**src/verilog/afp_regs.vh**
```
// constants for the autofocus paxel configuration block
// Notes on behaviour
// - pattern code 4h selects a custom GG-then-RB layout, 5h a custom RB-then-GG layout, 6h-7h are reserved.
// - with the median filter on, the first two and last two pixels of a line are outside the valid region.
// - the median threshold is the 8-bit field in bits 10 to 3 of the control register, 0 to ffh.
// - control bit 1 set enables the focus companding table, cleared disables it.
// - control bit 0 set enables the focus engine, cleared disables it.
// - paxel width is (width field in bits 22-16 plus one) times two pixels, at least 6 by software.
// - paxel height is (height field in bits 6-0 plus one) times two lines, even values 2 to 256.
// - lines inside a paxel advance by pairs, stepping (increment field plus one) pairs at a time.
// - the first line pair of every paxel is always processed before the increment applies.
// - the vertical paxel count field is paxels minus one, no more than 128 paxels in total.
// - the horizontal paxel count field is paxels minus one, never programmed above 35.
// - the first paxel row begins on the line given by the vertical start field in bits 11-0.
// - the pixel after the one whose position equals the filter start clears the filter state.
`ifndef AFP_REGS_VH
`define AFP_REGS_VH

// ----------------------------------------
// register offsets
// ----------------------------------------
`define AFP_OFS_CTRL    8'h00
`define AFP_OFS_SIZE    8'h04
`define AFP_OFS_GRID    8'h08
`define AFP_OFS_START   8'h0c
`define AFP_OFS_FSTART  8'h10
`define AFP_OFS_STATUS  8'h14

// ----------------------------------------
// field positions
// ----------------------------------------
`define AFP_CTL_EN      0
`define AFP_CTL_ALAW    1
`define AFP_CTL_MED     2
`define AFP_CTL_TH_LSB  3
`define AFP_CTL_TH_MSB  10
`define AFP_CTL_POS_LSB 11
`define AFP_CTL_POS_MSB 13
`define AFP_WDTH_LSB    16
`define AFP_WDTH_MSB    22
`define AFP_HGHT_LSB    0
`define AFP_HGHT_MSB    6
`define AFP_INC_LSB     13
`define AFP_INC_MSB     16
`define AFP_VC_LSB      6
`define AFP_VC_MSB      12
`define AFP_HC_LSB      0
`define AFP_HC_MSB      5
`define AFP_SH_LSB      16
`define AFP_SH_MSB      27
`define AFP_SV_LSB      0
`define AFP_SV_MSB      11
`define AFP_FS_LSB      0
`define AFP_FS_MSB      11

// ----------------------------------------
// reset values and codes
// ----------------------------------------
`define AFP_TH_RST      8'hff
`define AFP_PAT_GG_RB   3'h4
`define AFP_PAT_RB_GG   3'h5
`define AFP_MED_MARGIN  12'h002

`endif

```
**src/verilog/afp_axis.v**
```verilog
// one axis of the paxel grid: position, paxel index and offset inside a paxel
`timescale 1ns/10ps
module afp_axis (
    input  wire        clock,
    input  wire        rst,
    input  wire        restart,
    input  wire        advance,
    input  wire [11:0] start,
    input  wire [6:0]  size_field,
    input  wire [6:0]  count_field,
    output reg  [11:0] pos_q,
    output reg         inside_q,
    output reg  [6:0]  idx_q,
    output reg  [7:0]  offs_q
);
    reg [11:0] pos_d;
    reg        inside_d;
    reg [6:0]  idx_d;
    reg [7:0]  offs_d;

    // ----------------------------------------
    // next position
    // ----------------------------------------
    always @* begin
        pos_d    = pos_q;
        inside_d = inside_q;
        idx_d    = idx_q;
        offs_d   = offs_q;
        if (restart || advance) begin
            pos_d = restart ? 12'h000 : pos_q + 12'h001;
            if (restart) begin
                inside_d = 1'b0;
            end
            if (pos_d == start) begin
                inside_d = 1'b1;
                idx_d    = 7'h00;
                offs_d   = 8'h00;
            end else if (inside_q && !restart) begin
                // last offset is size*2+1, i.e. the field with a one appended
                if (offs_q == {size_field, 1'b1}) begin
                    offs_d = 8'h00;
                    if (idx_q == count_field) begin
                        inside_d = 1'b0;
                    end else begin
                        idx_d = idx_q + 7'h01;
                    end
                end else begin
                    offs_d = offs_q + 8'h01;
                end
            end
        end
    end

    always @(posedge clock or posedge rst) begin
        if (rst) begin
            pos_q    <= 12'h000;
            inside_q <= 1'b0;
            idx_q    <= 7'h00;
            offs_q   <= 8'h00;
        end else begin
            pos_q    <= pos_d;
            inside_q <= inside_d;
            idx_q    <= idx_d;
            offs_q   <= offs_d;
        end
    end
endmodule

```
**src/verilog/afp_top.v**
```verilog
// autofocus paxel configuration registers and the pixel walker they steer
`timescale 1ns/10ps
`include "afp_regs.vh"
module afp_top (
    input  wire        clock,
    input  wire        rst,
    input  wire [7:0]  addr,
    input  wire [31:0] wr_data,
    input  wire        wr_en,
    input  wire        rd_en,
    output reg  [31:0] rd_data_q,
    input  wire        pix_valid,
    input  wire        line_start,
    input  wire        frame_start,
    input  wire [11:0] line_width,
    output reg         focus_engine_enable_q,
    output reg         focus_companding_enable_q,
    output reg         focus_median_enable_q,
    output reg  [7:0]  median_threshold_q,
    output reg  [2:0]  pattern_position_select_q,
    output reg         pattern_custom_q,
    output reg         pattern_rb_first_q,
    output reg         pattern_reserved_q,
    output reg         af_pix_valid_q,
    output reg         af_in_paxel_q,
    output reg  [5:0]  af_paxel_col_q,
    output reg  [6:0]  af_paxel_row_q,
    output reg         af_valid_region_q,
    output reg         af_iir_clear_q
);
    // ----------------------------------------
    // configuration storage
    // ----------------------------------------
    reg [6:0]  paxel_width_field_q;
    reg [6:0]  paxel_height_field_q;
    reg [3:0]  line_increment_field_q;
    reg [6:0]  vertical_paxel_count_q;
    reg [5:0]  horizontal_paxel_count_q;
    reg [11:0] paxel_horizontal_start_q;
    reg [11:0] paxel_vertical_start_q;
    reg [11:0] filter_horizontal_start_q;

    // ----------------------------------------
    // walker state
    // ----------------------------------------
    reg        pix1_q;
    reg        line_new1_q;
    reg [3:0]  skip_q;
    reg [3:0]  skip_now;
    reg        iir_arm_q;
    reg        row_take;
    reg        edge_ok;

    wire [11:0] h_pos;
    wire        h_inside;
    wire [6:0]  h_idx;
    wire [7:0]  h_offs;
    wire [11:0] v_pos;
    wire        v_inside;
    wire [6:0]  v_idx;
    wire [7:0]  v_offs;

    wire        h_restart;
    wire        v_restart;
    wire        v_advance;
    wire [11:0] edge_hi;

    // ----------------------------------------
    // walker strobes
    // ----------------------------------------
    // a frame start restarts the frame axis instead of stepping it
    // the line axis steps on every pixel, the frame axis once per line
    assign h_restart = pix_valid & line_start;
    assign v_restart = pix_valid & frame_start;
    assign v_advance = pix_valid & line_start & ~frame_start;
    // last pixel index that keeps two pixels of margin at the line end
    assign edge_hi   = line_width - `AFP_MED_MARGIN - 12'h001;

    // ----------------------------------------
    // register writes
    // ----------------------------------------
    always @(posedge clock or posedge rst) begin
        if (rst) begin
            focus_engine_enable_q     <= 1'b0;
            focus_companding_enable_q <= 1'b0;
            focus_median_enable_q     <= 1'b0;
            median_threshold_q        <= `AFP_TH_RST;
            pattern_position_select_q <= 3'h0;
            paxel_width_field_q       <= 7'h00;
            paxel_height_field_q      <= 7'h00;
            line_increment_field_q    <= 4'h0;
            vertical_paxel_count_q    <= 7'h00;
            horizontal_paxel_count_q  <= 6'h00;
            paxel_horizontal_start_q  <= 12'h000;
            paxel_vertical_start_q    <= 12'h000;
            filter_horizontal_start_q <= 12'h000;
        end else if (wr_en) begin
            // reserved bits are dropped here, so readback never shows them
            case (addr)
                `AFP_OFS_CTRL: begin
                    focus_engine_enable_q     <= wr_data[`AFP_CTL_EN];
                    focus_companding_enable_q <= wr_data[`AFP_CTL_ALAW];
                    focus_median_enable_q     <= wr_data[`AFP_CTL_MED];
                    median_threshold_q <= wr_data[`AFP_CTL_TH_MSB:`AFP_CTL_TH_LSB];
                    pattern_position_select_q <=
                        wr_data[`AFP_CTL_POS_MSB:`AFP_CTL_POS_LSB];
                end
                `AFP_OFS_SIZE: begin
                    paxel_width_field_q  <= wr_data[`AFP_WDTH_MSB:`AFP_WDTH_LSB];
                    paxel_height_field_q <= wr_data[`AFP_HGHT_MSB:`AFP_HGHT_LSB];
                end
                `AFP_OFS_GRID: begin
                    line_increment_field_q   <= wr_data[`AFP_INC_MSB:`AFP_INC_LSB];
                    vertical_paxel_count_q   <= wr_data[`AFP_VC_MSB:`AFP_VC_LSB];
                    horizontal_paxel_count_q <= wr_data[`AFP_HC_MSB:`AFP_HC_LSB];
                end
                `AFP_OFS_START: begin
                    paxel_horizontal_start_q <= wr_data[`AFP_SH_MSB:`AFP_SH_LSB];
                    paxel_vertical_start_q   <= wr_data[`AFP_SV_MSB:`AFP_SV_LSB];
                end
                `AFP_OFS_FSTART: begin
                    filter_horizontal_start_q <= wr_data[`AFP_FS_MSB:`AFP_FS_LSB];
                end
                default: begin
                end
            endcase
        end
    end

    // ----------------------------------------
    // register reads
    // ----------------------------------------
    // unmapped offsets and reserved bits read as zero
    // reads have no side effects, so polling status is safe
    always @(posedge clock or posedge rst) begin
        if (rst) begin
            rd_data_q <= 32'h00000000;
        end else if (rd_en) begin
            rd_data_q <= 32'h00000000;
            case (addr)
                `AFP_OFS_CTRL: begin
                    rd_data_q[`AFP_CTL_EN]   <= focus_engine_enable_q;
                    rd_data_q[`AFP_CTL_ALAW] <= focus_companding_enable_q;
                    rd_data_q[`AFP_CTL_MED]  <= focus_median_enable_q;
                    rd_data_q[`AFP_CTL_TH_MSB:`AFP_CTL_TH_LSB] <= median_threshold_q;
                    rd_data_q[`AFP_CTL_POS_MSB:`AFP_CTL_POS_LSB] <=
                        pattern_position_select_q;
                end
                `AFP_OFS_SIZE: begin
                    rd_data_q[`AFP_WDTH_MSB:`AFP_WDTH_LSB] <= paxel_width_field_q;
                    rd_data_q[`AFP_HGHT_MSB:`AFP_HGHT_LSB] <= paxel_height_field_q;
                end
                `AFP_OFS_GRID: begin
                    rd_data_q[`AFP_INC_MSB:`AFP_INC_LSB] <= line_increment_field_q;
                    rd_data_q[`AFP_VC_MSB:`AFP_VC_LSB]   <= vertical_paxel_count_q;
                    rd_data_q[`AFP_HC_MSB:`AFP_HC_LSB]   <= horizontal_paxel_count_q;
                end
                `AFP_OFS_START: begin
                    rd_data_q[`AFP_SH_MSB:`AFP_SH_LSB] <= paxel_horizontal_start_q;
                    rd_data_q[`AFP_SV_MSB:`AFP_SV_LSB] <= paxel_vertical_start_q;
                end
                `AFP_OFS_FSTART: begin
                    rd_data_q[`AFP_FS_MSB:`AFP_FS_LSB] <= filter_horizontal_start_q;
                end
                `AFP_OFS_STATUS: begin
                    // live walker position, the line in the upper half
                    // a snapshot only: it moves with every pixel strobe
                    rd_data_q[27:16] <= v_pos;
                    rd_data_q[11:0]  <= h_pos;
                end
                default: begin
                end
            endcase
        end
    end

    // ----------------------------------------
    // pattern decode
    // ----------------------------------------
    always @(posedge clock or posedge rst) begin
        if (rst) begin
            pattern_custom_q   <= 1'b0;
            pattern_rb_first_q <= 1'b0;
            pattern_reserved_q <= 1'b0;
        end else begin
            pattern_custom_q   <= (pattern_position_select_q == `AFP_PAT_GG_RB) ||
                                  (pattern_position_select_q == `AFP_PAT_RB_GG);
            pattern_rb_first_q <= (pattern_position_select_q == `AFP_PAT_RB_GG);
            // codes 6h and 7h are flagged; the datapath must not trust them
            pattern_reserved_q <= pattern_position_select_q[2] &
                                  pattern_position_select_q[1];
        end
    end

    // ----------------------------------------
    // horizontal axis
    // ----------------------------------------
    afp_axis u_haxis (
        .clock       (clock),
        .rst         (rst),
        .restart     (h_restart),
        .advance     (pix_valid),
        .start       (paxel_horizontal_start_q),
        .size_field  (paxel_width_field_q),
        .count_field ({1'b0, horizontal_paxel_count_q}),
        .pos_q       (h_pos),
        .inside_q    (h_inside),
        .idx_q       (h_idx),
        .offs_q      (h_offs)
    );

    // ----------------------------------------
    // vertical axis
    // ----------------------------------------
    afp_axis u_vaxis (
        .clock       (clock),
        .rst         (rst),
        .restart     (v_restart),
        .advance     (v_advance),
        .start       (paxel_vertical_start_q),
        .size_field  (paxel_height_field_q),
        .count_field (vertical_paxel_count_q),
        .pos_q       (v_pos),
        .inside_q    (v_inside),
        .idx_q       (v_idx),
        .offs_q      (v_offs)
    );

    // ----------------------------------------
    // line pair selection
    // ----------------------------------------
    // skip counts pairs since the last processed pair; zero means take this pair
    // odd offsets are the second line of a pair and keep the choice already made
    always @* begin
        skip_now = skip_q;
        if (line_new1_q) begin
            if (v_offs == 8'h00) begin
                skip_now = 4'h0;
            end else if (!v_offs[0]) begin
                skip_now = (skip_q == line_increment_field_q) ? 4'h0
                                                              : skip_q + 4'h1;
            end
        end
        row_take = v_inside && (skip_now == 4'h0);
    end

    // ----------------------------------------
    // median margin
    // ----------------------------------------
    // margins are per line; the top and bottom lines are not trimmed
    always @* begin
        edge_ok = 1'b1;
        if (focus_median_enable_q) begin
            edge_ok = (h_pos >= `AFP_MED_MARGIN) && (h_pos <= edge_hi);
        end
    end

    // ----------------------------------------
    // pixel stage
    // ----------------------------------------
    // the axes answer one cycle after the strobe; this stage lines up with them
    always @(posedge clock or posedge rst) begin
        if (rst) begin
            pix1_q      <= 1'b0;
            line_new1_q <= 1'b0;
            skip_q      <= 4'h0;
            iir_arm_q   <= 1'b0;
        end else begin
            pix1_q      <= pix_valid;
            line_new1_q <= pix_valid & line_start;
            skip_q      <= skip_now;
            // the arm holds across gaps, so a match on a line end fires on the next pixel
            if (pix1_q) begin
                iir_arm_q <= (h_pos == filter_horizontal_start_q);
            end
        end
    end

    // ----------------------------------------
    // output stage
    // ----------------------------------------
    // registered so the datapath sees no path from the bus or the pixel pins
    always @(posedge clock or posedge rst) begin
        if (rst) begin
            af_pix_valid_q    <= 1'b0;
            af_in_paxel_q     <= 1'b0;
            af_paxel_col_q    <= 6'h00;
            af_paxel_row_q    <= 7'h00;
            af_valid_region_q <= 1'b0;
            af_iir_clear_q    <= 1'b0;
        end else begin
            af_pix_valid_q    <= pix1_q & focus_engine_enable_q;
            af_in_paxel_q     <= pix1_q & focus_engine_enable_q & h_inside &
                                 row_take & edge_ok;
            af_paxel_col_q    <= h_idx[5:0];
            af_paxel_row_q    <= v_idx;
            af_valid_region_q <= pix1_q & edge_ok;
            // clear on the pixel that follows the matching position
            af_iir_clear_q    <= pix1_q & iir_arm_q & focus_engine_enable_q;
        end
    end
endmodule
```
**config.mk**
```make
export PLATFORM = sky130hd
export DESIGN_NAME = afp_top
export DESIGN_NICKNAME = d
export VERILOG_FILES = /design/src/verilog/afp_axis.v /design/src/verilog/afp_top.v
export VERILOG_INCLUDE_DIRS = /design/src /design/src/verilog
export SDC_FILE = /design/constraint.sdc
export NUM_CORES = 1
export LEC_CHECK = 0
export BUFFER_PORTS_ARGS = -buffer_cell sky130_fd_sc_hd__buf_2
export CAP_MARGIN = 20
export CORE_ASPECT_RATIO = 1.25
export CORE_UTILIZATION = 59
export DETAILED_ROUTE_END_ITERATION = 6
export GPL_ROUTABILITY_DRIVEN = 1
export GPL_TIMING_DRIVEN = 0
export HOLD_SLACK_MARGIN = 0.12
export PLACE_DENSITY = 0.81
export SKIP_LAST_GASP = 1
export SLEW_MARGIN = 0
export SYNTH_ARGS = -nofsm -noshare
export SYNTH_HDL_FRONTEND = slang
export SYNTH_SLANG_ARGS = --single-unit
```
**constraint.sdc**
```tcl
create_clock -name clock -period 6.65 [get_ports clock]
set_clock_uncertainty 0.05 [all_clocks]
set_input_delay 0.3325 -clock clock [delete_from_list [all_inputs] [get_ports clock]]
set_output_delay 0.3325 -clock clock [all_outputs]
set_load 0.01 [all_outputs]
```
==> summary.txt <==
Sw Share: 30.0%
Total Routing Usage GR: 32.8%
Vias: 9300
Outcome: finished, final reports clean
Clock network power share: 35.5%
Initial antenna violation count: 0
GRT overflow: 0
Vias in the first global route: 8960
VDD IR max: 0.194 mV
Worst slew pin tran: 0.853 ns
Final min period: 3.41 ns
Gate power share: 16.4%
Placed cell area: 11600 um^2
Final nets: 1307
Antenna Cells: 0
Max Fanout on Critical Path: 9
Antenna Nets Post-Route: 0
HPWL after detailed placement: 21.8 mm
Leak pwr: 0.00566 uW
# resized after CTS: 0
FILL cells: 1296
Worst skew pair latency: 0.44 ns
CTS root buf: clkbuf_16
Commonest non-fill, non-tap cell in the layout: dfrtp_1
Crit path kind: flop to flop
Hold WC Path Type: primary input to flop
Port Buf Inserts: 113
Syn-to-layout area delta: 15.2%
Yosys reg bits: 192
Vias per cell: 6.36
CTS tree: yes
Multi-input logic area: 5530 um^2
# Max-Cap Violations: 0
Area fraction of the dominant cell type after synthesis: 43.0%
Final setup vio count: 0
Mapped Cells: 1073
Drt pass-1 iters: 5
Worst setup EP type: flop
Ports: 125
Fin area: 12300 um^2
Max H-tree Level: 4
Unrepaired setup endpoints after global routing: false
Total power: 2830 uW
TritonCTS Buffers: 17
Sequential share of power: 48.1%
Most common flop cell mapped by yosys: dfrtp_1
CTS Hold Bufs: 17
Worst endpoint required time: 6.93 ns
Post-Syn Area: 10700 um^2
Critical path cell sequence: ha_1, nand3_1, or4b_2, nand4_1, nand4_1, nor4_1, a221oi_1, a41o_1
Clock Sinks: 192
Unique masters post-synth: 75
DR iter-0 viols: 875
Final Hold Viols: 0
Layout cells sized above 1: 22.0%
Total core area: 17600 um^2
Post-detailed-route wirelength per cell: 20.3 um
Syn Area/Cell: 9.97 um^2
Int Pwr: 1980 uW
Setup Buffers After CTS: 0
Net switching power: 851 uW
Synth warnings: 0
Critical path data arrival time: 3.69 ns
Worst path slowest cell: nor4_1
Pins Over Slew Limit: 0
Largest net degree at the start of global routing: 134
Worst setup SP type: flop
First-pass GRT wire length: 46.9 mm
Final period utilization: 51.3%
Register area: 4810 um^2
Commonest cells after routing, fill and taps aside: 184 x dfrtp_1, 124 x buf_2, 87 x mux2_2
DRC Markers: 0
Pre-CTS setup slack: 3.16 ns
WL final: 29.7 mm
Clk buf depth: 2
F_max: 293 MHz
Clk slew on worst S/H paths: 0.07 ns
RD Place Congestion: 0.950
Die Y: 153 um
Die Area: 18700 um^2
Setup TNS Final: 0 ns
Number of cell rows: 54
CP dominant cell by count: nand4_1
Area leader, netlist: dfrtp_1
Starting Density: 60.7%
Register area share after synthesis: 45.0%
Slew margin rel.: 42.4%
Die Span X: 122 um
Pwr/cell area: 230 nW/um^2
Max incr delay on CP: 0.73 ns
EDFF count, synth: 0
Async S/R FF share, synth: 100%
Synth area leaders: dfrtp_1 43%, mux2_2 9.2%, xnor2_1 4.0%
Worst Slack Setup Final: 3.24 ns
==> per-layer routing <==
layer | track usage [%] | part of all wire (%) | up-vias
met1 | 40.4 | 39 | 4549
met5 | 0 | 0 | -
met3 | 5.80 | 7.0 | 94
met2 | 53.4 | 49 | 454
met4 | 18.8 | 5.4 | 0
li1 | - | - | 4203
==> logic make-up (layout without fill, tap and decap cells) <==
group | count (synthesis) | after routing | share of synthesized area, %
AOI/OAI and AO/OA | 227 | 227 | 13.6
xor gates and xnor gates | 82 | 82 | 6.84
adders and majority gates | 22 | 22 | 2.57
buffers and inverters | 91 | 254 | 3.46
DFF | 192 | 192 | 45.0
muxes | 115 | 115 | 11.9
other | 1 | 4 | 0.0350
and+or+nand+nor | 343 | 343 | 16.6
==> area by class of cell <==
| class | instances | share of cell area [%] |
|---|---|---|
| plain buffers | 64 | 2.18 |
| clock buffers | 18 | 3.56 |
| clock inverters | 14 | 1.06 |
| inverters | 27 | 0.883 |
| multi-input cells | 793 | 44.8 |
| flip-flops and latches | 192 | 39.0 |
| well taps | 224 | 2.27 |
| repair buffers | 131 | 6.19 |
==> critical path: cells and delay by family (launching register included) <==
family | cells | cell delay (ns)
flops | 1 | 0.58
compound gates | 2 | 0.45
fa+ha+maj | 1 | 0.43
simple gates | 5 | 1.79
==> power by group through the flow <==
stage	Clock, uW	Sequential, uW	Combinational (uW)
6_report	1000	1360	465
3_5_place_dp	0	1380	450
3_3_place_gp	0	1380	433
5_1_grt	1060	1370	516
4_1_cts	1010	1360	462
2_1_floorplan	0	1350	319
==> state kept, by name (all words and copies together), names as in the netlist, 8 cells and up <==
register	count
median_threshold_q	8
rd_data_q	28
u_haxis.pos_q	12
paxel_horizontal_start_q	12
u_vaxis.pos_q	12
filter_horizontal_start_q	12
u_vaxis.offs_q	8
u_haxis.offs_q	8
paxel_vertical_start_q	12
==> per-stage QoR <==
step / instances / util [%] / hold WS, ns
6_report: 1463 / 69.9 / 0.138
5_1_grt: 1463 / 69.9 / 0.140
4_1_cts: 1463 / 69.9 / 0.136
3_5_place_dp: 1414 / 65.7 / 0.335
3_3_place_gp: 1413 / 65.5 / 0.365
2_1_floorplan: 1076 / - / 0.314
==> cell usage after synthesis, types with 4 or more instances <==
library cell and instances:
dfrtp_1 184, buf_2 11, inv_1 27, nand2b_1 8, nand2_1 78, dfstp_2 8, or3_1 13, nor4_1 18
xnor2_1 49, nand3_1 29, o211ai_1 7, mux2_2 87, nor3b_1 6, a21oi_1 64, o22ai_1 5, ha_1 22
nor2b_1 12, buf_1 6, nor3_1 24, or4_1 9, nand4_1 22, a31oi_1 12, a22o_1 8, o31ai_1 10
a22oi_1 8, a221oi_1 6, and2_1 8, xor2_1 32, clkbuf_1 43, mux2i_1 27, and3_1 8, nor2_1 83
o21ai_0 59, a222oi_1 6, a21o_1 6, buf_4 4
==> worst paths after layout <==
kind | start | slack [ns] | endpoint | cells after the start
max in group asynchronous | rst | 5.14 | paxel_horizontal_start_q[7] | 4
min | wr_data[5] | 0.14 | median_threshold_q[2] | 2
max | u_haxis.pos_q[1] | 3.24 | u_haxis.idx_q[6] | 8
max reg2reg | u_haxis.pos_q[1] | 3.24 | u_haxis.idx_q[6] | 8
min reg2reg | u_haxis.idx_q[5] | 0.38 | af_paxel_col_q[5] | 0
min in group asynchronous | rst | 0.41 | paxel_height_field_q[4] | 3
Power figures use the tool's default switching activity.
